$ cat config.mk
export PLATFORM = sky130hd
export DESIGN_NAME = adccr_bank
export DESIGN_NICKNAME = d
export VERILOG_FILES = /design/src/core/adccr_pkg.sv /design/src/core/adccr_bank.sv
export VERILOG_INCLUDE_DIRS = /design/src /design/src/core
export SDC_FILE = /design/constraint.sdc
export NUM_CORES = 2
export LEC_CHECK = 0
export ABC_AREA = 1
export BUFFER_PORTS_ARGS = -buffer_cell sky130_fd_sc_hd__buf_4
export CAP_MARGIN = 20
export CORE_MARGIN = 5
export CORE_UTILIZATION = 50
export CTS_CLUSTER_SIZE = 30
export DETAILED_ROUTE_END_ITERATION = 16
export PLACE_DENSITY = 0.64
export REMOVE_ABC_BUFFERS = 1
export SLEW_MARGIN = 20
export SYNTH_ARGS = -nofsm -noshare
export SYNTH_HDL_FRONTEND = slang
export SYNTH_SLANG_ARGS = --single-unit
export TNS_END_PERCENT = 20
$ cat constraint.sdc
create_clock -name pclk -period 13.45 [get_ports pclk]
set_input_delay 1.345 -clock pclk [delete_from_list [all_inputs] [get_ports pclk]]
set_output_delay 1.345 -clock pclk [all_outputs]
set_load 0.1 [all_outputs]
$ cat src/core/adccr_regs.svh
// Register offsets, field positions and reset values of the calibration bank
`ifndef ADCCR_REGS_SVH
`define ADCCR_REGS_SVH
// Printed offsets are indices; byte address is four times the index
`define ADCCR_IDX_OPTION 4'h5
`define ADCCR_IDX_VREF 4'h6
`define ADCCR_IDX_OFS_LOW 4'h7
`define ADCCR_IDX_OFS_MID 4'h8
`define ADCCR_IDX_OFS_HIGH 4'h9
`define ADCCR_IDX_GAIN_LOW 4'hA
`define ADCCR_IDX_GAIN_MID 4'hB
`define ADCCR_IDX_GAIN_HIGH 4'hC
`define ADCCR_IDX_SPARE_ONES 4'hD
`define ADCCR_IDX_SPARE_ZA 4'hE
`define ADCCR_IDX_SPARE_ZB 4'hF
// Raw conversion sample input/output registers (chosen)
`define ADCCR_IDX_RAW 5'h10
`define ADCCR_IDX_RESULT 5'h11
`define ADCCR_OPTION_RESET 8'h00
`define ADCCR_VREF_RESET 8'h05
`define ADCCR_OFS_RESET 24'h000000
`define ADCCR_GAIN_RESET 24'h400000
`define ADCCR_SPARE_ONES_VAL 8'hFF
`define ADCCR_BIT_SLEEP 7
`define ADCCR_BIT_STATUS 6
`define ADCCR_BIT_CHECK 5
`define ADCCR_BIT_AUTORST 4
`define ADCCR_GAIN_SHIFT 22
`endif

$ cat src/core/adccr_pkg.sv
// Types of the calibration register bank
package adccr_pkg;
  typedef enum logic [1:0] {
    VSEL_RESERVED,
    VSEL_SUPPLY,
    VSEL_PIN,
    VSEL_INPUT
  } adccr_vsel_t;
  typedef struct packed {
    logic soft_sleep;
    logic status_byte_enable;
    logic check_code_enable;
    logic serial_auto_reset_enable;
    logic [3:0] aux_pin_level;
  } adccr_option_t;
  typedef struct packed {
    logic [3:0] zero;
    adccr_vsel_t vref_pos_select;
    adccr_vsel_t vref_neg_select;
  } adccr_vref_t;
endpackage

$ cat src/core/adccr_bank.sv
// APB register bank with offset and gain correction of conversion results
//
// Local design decision: the APB slave port.
`timescale 1ns/1ps
`default_nettype none
`include "adccr_regs.svh"
module adccr_bank
  import adccr_pkg::*;
(
  input wire logic pclk, // Bus clock
  input wire logic presetn, // Async reset, active low
  input wire logic psel, // APB select
  input wire logic penable, // APB access phase
  input wire logic pwrite, // APB direction
  input wire logic [7:0] paddr, // APB byte address
  input wire logic [31:0] pwdata, // APB write data
  input wire logic [3:0] pstrb, // APB byte strobes
  output logic [31:0] prdata, // APB read data
  output logic pready, // APB ready
  output logic pslverr, // APB error
  input wire logic [3:0] aux_pin_in, // Aux pin levels from pads
  output logic [3:0] aux_pin_out, // Aux pin drive levels
  output logic soft_sleep, // Software power-down
  output logic status_byte_enable, // Status byte on data reads
  output logic check_code_enable, // Check code enabled
  output logic serial_auto_reset_enable, // Serial auto-reset enabled
  output logic [1:0] vref_pos_select, // Positive reference route
  output logic [1:0] vref_neg_select, // Negative reference route
  input wire logic raw_valid, // Raw sample strobe
  input wire logic [23:0] raw_sample, // Raw signed sample
  output logic result_valid, // Corrected sample strobe
  output logic [23:0] result_sample // Corrected signed sample
);

  // ----------------------------------------
  // Decode
  // ----------------------------------------
  function automatic logic [5:0] word_index(input logic [7:0] addr);
    word_index = addr[7:2];
  endfunction

  function automatic logic [23:0] byte_put(input logic [23:0] word, input logic [1:0] lane,
                                           input logic [7:0] value);
    logic [23:0] w;
    w = word;
    w[lane*8 +: 8] = value;
    byte_put = w;
  endfunction

  logic wr_en;
  logic rd_hit;
  logic [5:0] idx;
  logic [3:0] aux_sync1_reg;
  logic [3:0] aux_sync2_reg;
  adccr_option_t option_reg;
  adccr_vref_t vref_reg;
  logic [23:0] offset_word_reg;
  logic [23:0] gain_word_reg;
  logic [23:0] raw_reg;
  logic signed [24:0] diff;
  logic signed [49:0] prod;
  logic signed [26:0] scaled;
  logic [23:0] sat_value;
  logic [31:0] rdata_next;

  assign idx = word_index(paddr);
  assign wr_en = psel && penable && pwrite && pstrb[0];
  assign pready = 1'b1;
  assign pslverr = psel && penable && !rd_hit;
  assign rd_hit = (idx >= {2'b00, `ADCCR_IDX_OPTION}) && (idx <= {1'b0, `ADCCR_IDX_RESULT});

  // ----------------------------------------
  // Pin synchroniser
  // ----------------------------------------
  always_ff @(posedge pclk or negedge presetn) begin
    if (!presetn) begin
      aux_sync1_reg <= 4'h0;
      aux_sync2_reg <= 4'h0;
    end else begin
      aux_sync1_reg <= aux_pin_in;
      aux_sync2_reg <= aux_sync1_reg;
    end
  end

  // ----------------------------------------
  // Option and reference registers
  // ----------------------------------------
  always_ff @(posedge pclk or negedge presetn) begin
    if (!presetn) begin
      option_reg <= `ADCCR_OPTION_RESET;
    end else if (wr_en && idx == {2'b00, `ADCCR_IDX_OPTION}) begin
      option_reg <= pwdata[7:0];
    end
  end

  always_ff @(posedge pclk or negedge presetn) begin
    if (!presetn) begin
      vref_reg <= `ADCCR_VREF_RESET;
    end else if (wr_en && idx == {2'b00, `ADCCR_IDX_VREF}) begin
      vref_reg <= {4'h0, pwdata[3:0]};
    end
  end

  assign soft_sleep = option_reg.soft_sleep;
  assign status_byte_enable = option_reg.status_byte_enable;
  assign check_code_enable = option_reg.check_code_enable;
  assign serial_auto_reset_enable = option_reg.serial_auto_reset_enable;
  assign aux_pin_out = option_reg.aux_pin_level;
  assign vref_pos_select = vref_reg.vref_pos_select;
  assign vref_neg_select = vref_reg.vref_neg_select;

  // ----------------------------------------
  // Calibration words
  // ----------------------------------------
  always_ff @(posedge pclk or negedge presetn) begin
    if (!presetn) begin
      offset_word_reg <= `ADCCR_OFS_RESET;
    end else if (wr_en && idx >= {2'b00, `ADCCR_IDX_OFS_LOW}
                 && idx <= {2'b00, `ADCCR_IDX_OFS_HIGH}) begin
      offset_word_reg <= byte_put(offset_word_reg, 2'(idx - 6'd7), pwdata[7:0]);
    end
  end

  always_ff @(posedge pclk or negedge presetn) begin
    if (!presetn) begin
      gain_word_reg <= `ADCCR_GAIN_RESET;
    end else if (wr_en && idx >= {2'b00, `ADCCR_IDX_GAIN_LOW}
                 && idx <= {2'b00, `ADCCR_IDX_GAIN_HIGH}) begin
      gain_word_reg <= byte_put(gain_word_reg, 2'(idx - 6'd10), pwdata[7:0]);
    end
  end

  // ----------------------------------------
  // Correction datapath
  // ----------------------------------------
  assign diff = $signed({raw_sample[23], raw_sample}) - $signed({offset_word_reg[23],
                offset_word_reg});
  assign prod = diff * $signed({1'b0, gain_word_reg});
  assign scaled = prod[`ADCCR_GAIN_SHIFT + 26:`ADCCR_GAIN_SHIFT];

  always_comb begin
    if (scaled > 27'sh07FFFFF) begin
      sat_value = 24'h7FFFFF;
    end else if (scaled < -27'sh0800000) begin
      sat_value = 24'h800000;
    end else begin
      sat_value = scaled[23:0];
    end
  end

  always_ff @(posedge pclk or negedge presetn) begin
    if (!presetn) begin
      result_valid <= 1'b0;
      result_sample <= 24'h000000;
      raw_reg <= 24'h000000;
    end else begin
      result_valid <= raw_valid;
      if (raw_valid) begin
        result_sample <= sat_value;
        raw_reg <= raw_sample;
      end
    end
  end

  // ----------------------------------------
  // Read mux
  // ----------------------------------------
  always_comb begin
    rdata_next = 32'h00000000;
    unique case (idx)
      {2'b00, `ADCCR_IDX_OPTION}: rdata_next = {24'h0, option_reg[7:4], aux_sync2_reg};
      {2'b00, `ADCCR_IDX_VREF}: rdata_next = {24'h0, vref_reg};
      {2'b00, `ADCCR_IDX_OFS_LOW}: rdata_next = {24'h0, offset_word_reg[7:0]};
      {2'b00, `ADCCR_IDX_OFS_MID}: rdata_next = {24'h0, offset_word_reg[15:8]};
      {2'b00, `ADCCR_IDX_OFS_HIGH}: rdata_next = {24'h0, offset_word_reg[23:16]};
      {2'b00, `ADCCR_IDX_GAIN_LOW}: rdata_next = {24'h0, gain_word_reg[7:0]};
      {2'b00, `ADCCR_IDX_GAIN_MID}: rdata_next = {24'h0, gain_word_reg[15:8]};
      {2'b00, `ADCCR_IDX_GAIN_HIGH}: rdata_next = {24'h0, gain_word_reg[23:16]};
      {2'b00, `ADCCR_IDX_SPARE_ONES}: rdata_next = {24'h0, `ADCCR_SPARE_ONES_VAL};
      {2'b00, `ADCCR_IDX_SPARE_ZA}: rdata_next = 32'h00000000;
      {2'b00, `ADCCR_IDX_SPARE_ZB}: rdata_next = 32'h00000000;
      {1'b0, `ADCCR_IDX_RAW}: rdata_next = {8'h00, raw_reg};
      {1'b0, `ADCCR_IDX_RESULT}: rdata_next = {8'h00, result_sample};
      default: rdata_next = 32'h00000000;
    endcase
  end

  // ----------------------------------------
  // Read data register
  // ----------------------------------------
  // Captured in the setup phase, so the access phase sees a flop output
  always_ff @(posedge pclk or negedge presetn) begin
    if (!presetn) begin
      prdata <= 32'h00000000;
    end else if (psel && !penable && !pwrite) begin
      prdata <= rdata_next;
    end else begin
      prdata <= 32'h00000000;
    end
  end

endmodule
`default_nettype wire

# Word-level counts from Yosys, hierarchy flattened
# Index checks and enable logic that the tools add are counted.
# totals
reg_bits	149
latchBits	0
ram_bits	0
rom_bits	0
inputBits	78
output_inout_bits	71
wordCells	66
memories	0
# classes
add_sub_neg	5
mul	1
n_div	0
magnitude_cmp	8
eq_ne	11
n_shift	4
muxes	6
bitwise_logic	0
reduce_logical	16
# op_table
cell	n
$pmux 24 s11	1
$neg 5->34	2
$shift 8x34->24 const A	2
$shiftx 8x34->24	2
$mul 25x25->49	1
$bwmux 24	2
$mux 24	2
$eq 6x4->1 const B	6
$mux 32	1
$gt 27x24->1 const B	1
$lt 27x24->1 const B	1
$sub 24x24->25	1
$eq 6x3->1 const B	3
$logic_and 1x1->1	13
$eq 6x5->1 const B	2
$ge 6x3->1 const B	2
$le 6x4->1 const B	2
$ge 6x4->1 const B	1
$le 6x5->1 const B	1
$sub 2x2->2 const B	2
$logic_not 1->1	3

# Longest topological paths before layout
# depth
depth_word	5
mapped_depth	47
depth_no_buf	45

# Least setup slack after synthesis
# OpenSTA, ideal clock, no wires.
# synth_path
path_type	input to register
start	input port raw_sample[0]
end	register result_sample[10]
arrival_ps	8979
setup_slack_ps	4348
stages	40
n_path_buf	2
cell_sequence	inv_1 -> ha_1 -> fa_1 -> inv_1 -> nand4_1 -> nand3_1 -> nand3_1 -> nand2_2 -> nand4_1 -> nand2_1 -> nand2_1 -> nand2_4 -> buf_12 -> nor2_4 -> fa_1 -> inv_1 -> fa_1 -> fa_1 -> (+4 left out) -> inv_1 -> fa_1 -> inv_1 -> fa_1 -> inv_1 -> ha_1 -> inv_1 -> nor3_1 -> nand2_1 -> nor3_1 -> nand2_1 -> nand2_1 -> nand2_1 -> nand2_1 -> nand3_2 -> a21oi_4 -> buf_6 -> a21oi_1
# synth_between
elab_chain_len	5
# synth_rtl
item	line	source
from (decl)	adccr_bank.sv:30	input wire logic [23:0] raw_sample,
$sub 24x24->25 *	adccr_bank.sv:136	assign diff = $signed({raw_sample[23], raw_sample}) - $signed({offset_word_reg[23],
$mul 25x25->49 *	adccr_bank.sv:138	assign prod = diff * $signed({1'b0, gain_word_reg});
$lt 27x24->1	adccr_bank.sv:144	end else if (scaled < -27'sh0800000) begin
$mux 24	adccr_bank.sv:144	
$mux 24 *	adccr_bank.sv:142	if (scaled > 27'sh07FFFFF) begin
to (signal assigned)	adccr_bank.sv:159	result_sample <= sat_value;
to (decl)	adccr_bank.sv:32	output logic [23:0] result_sample
# Mark *: on every way between the ends. The rest lies on a longest branch, timed or not.
# A chain may end at the register's enable or synchronous reset.

# Worst setup path in the final report
# layout_path
start	input port raw_sample[0]
end	register result_sample[4]
# Same word-level chain as after synthesis.

==> metrics.yaml <==
status: "complete, no violations"
portBuffers: 110
hold_class: "flop to flop"
min_period_ps: 10740
drt-total-wl_um: 98600
clkTransAtPathRegs_ps: 60
io_pins: 149
avgViaCountPerCell: 5.41
cp_slowest_cell: "fa_1"
die_width_um: 256
clock.fmax_mhz: 93.1
slowest_delay_ps: 790
synth_edf_count: 0
cts_tree: "built"
synthCells: 3725
slew_viol_final: 0
finClkSkew_ps: 12.3
num_rows: 90
critical_path_class: "primary input to flop"
nets: 4644
via_count: 24700
grt_pass1_wl_um: 154000
final-hold-violation-count: 0
synth_most_common_cell: "inv_1"
clockBufferDepth: 2
end_kind: "flop"
syn2layout_area_growth_pct: 7.18
cts.sinks: 141
grt_pass1_vias: 25500
fillCellCount: 5828
critical_path_required_ps: 13720
place_hpwl_um: 79800
gp_congestion: 0.976
ys_types: 59
path_max_fanout: 23
critPathArrivalTime_ps: 11010
cts_inserted_buffers: 17
yosys.area.top_type: "fa_1"
antenna_found_initial: 2
synth_common_cells: "inv_1, fa_1, nand2_1"
syn_area_um2: 30300
period_share: 0.798
die_area_um2: 65500
core_area_um2: 60100
die_y_um: 256
ys.flop_type: "dfrtp_1"
grt-ovfl-total: 0
antennaDiodeCount: 0
routedWlPerCell_um: 21.6
syn_area_per_cell_um2: 8.12
grt_usage: 0.307
yosysWarnings: 0
maxSlewHeadroom: 0.276
synth-async-reset-ratio: 1.00
drive_above_1_share: 0.0771
cts_setup_buffers: 0
drc_errors: 0
clock-root-buffer: "clkbuf_16"
start_util: 0.503
worstMarginPinSlew_ps: 1080
grt_start_max_net_pins: 80
crit_top_cell: "inv_1"
synth-seq-cells: 141
cts_hold_buf: 0
antenna_left: 0
htree_levels: 4
cts_resized: 0
synth.top_cells.by_area: "fa_1, inv_1, dfrtp_1"
worstSetupStartpointType: "primary input"
first_pass_iters: 6
maxCapViolations: 0
rsz0062_at_grt: "false"
setup_tns_ps: 0
clock_latency_ps: 430
synth_top_area_frac: 0.414
final-setup-viol-count: 0
ys_seq_area_frac: 0.117
hold-worst-slack_ps: 354
drt-initial-drc-count: 2209
[worst paths after layout]
kind / startpoint / end / slack [ps] / cells after the start
min in group asynchronous: presetn / aux_pin_out[1] / 920 / 1
hold reg to reg: aux_sync1_reg[2] / aux_sync2_reg[2] / 350 / 0
hold / removal: aux_sync1_reg[2] / aux_sync2_reg[2] / 350 / 0
setup reg to reg: offset_word_reg[15] / result_sample[4] / 3260 / 39
max in group asynchronous: presetn / raw_reg[19] / 11170 / 2
setup / recovery: raw_sample[0] / result_sample[4] / 2710 / 39
[critical path: cells and delay by family]
| family | cells | cell delay, ps |
|---|---|---|
| adder cells (fa/ha/maj) | 10 | 5170 |
| AND/OR/NAND/NOR | 17 | 2550 |
| buffers and inverters | 10 | 1160 |
| AO/OA/AOI/OAI | 2 | 730 |
[cells by family (layout without fill, tap and decap cells)]
group                    count (synthesis)  in the layout  share of synthesized area
XOR/XNOR                                30             30                    0.00918
other                                    2              9                   0.000248
adder cells (fa/ha/maj)                793            793                      0.483
AND/OR/NAND/NOR                       1365           1365                      0.192
multiplexers                             4              4                    0.00149
flip-flops                             141            141                      0.117
AO/OA/AOI/OAI                          295            295                     0.0565
buffers and inverters                 1095           1149                      0.141
[final cells by class]
| cell class | count | area, um2 | area share |
|---|---|---|---|
| clock buffers | 20 | 457 | 0.0141 |
| clock inverters | 12 | 136 | 0.00421 |
| inverters | 961 | 3610 | 0.111 |
| multi-input cells | 2496 | 22500 | 0.695 |
| flip-flops and latches | 141 | 3530 | 0.109 |
| well taps | 782 | 978 | 0.0302 |
| repair buffers | 156 | 1170 | 0.0362 |
[layer usage]
layer  track usage  vias up  share of wire
met2         0.485     1092           0.45
met5             0        -              0
li1              -    11000              -
met3        0.0582      210          0.087
met1         0.429    12400           0.41
met4         0.107        0          0.045
[stage by stage]
stage	utilization	worst slack (ps)	instance area, um2	instances
4_1_cts	0.539	2750	32400	4568
2_1_floorplan	-	4190	29600	3598
5_1_grt	0.539	2140	32400	4568
6_report	0.539	2710	32400	4568
3_3_place_gp	0.529	2420	31800	4536
3_5_place_dp	0.529	2350	31800	4536
[cell usage in the layout (no fill, tap or decap), types with 7 or more instances in the layout]
cell type    n
inv_1      932
fa_1       626
nand2_1    625
nor2_1     443
ha_1       167
buf_4      155
nand3_1    143
dfrtp_1    137
o21ai_0    105
a21oi_1     91
nand4_1     44
o22ai_1     32
or2_2       25
clkbuf_16   17
nor3_1      16
inv_2       15
o21bai_1    15
xor2_1      14
clkinv_1    13
nor2_4      13
or2_1       12
xnor2_1     12
a221oi_1    11
nor2_2       9
conb_1       9
a211oi_1     7
a21o_1       7
nand3b_1     7
Power is not shown: default switching activity piles up to over one toggle a cycle in this logic, so the estimate is an artifact.
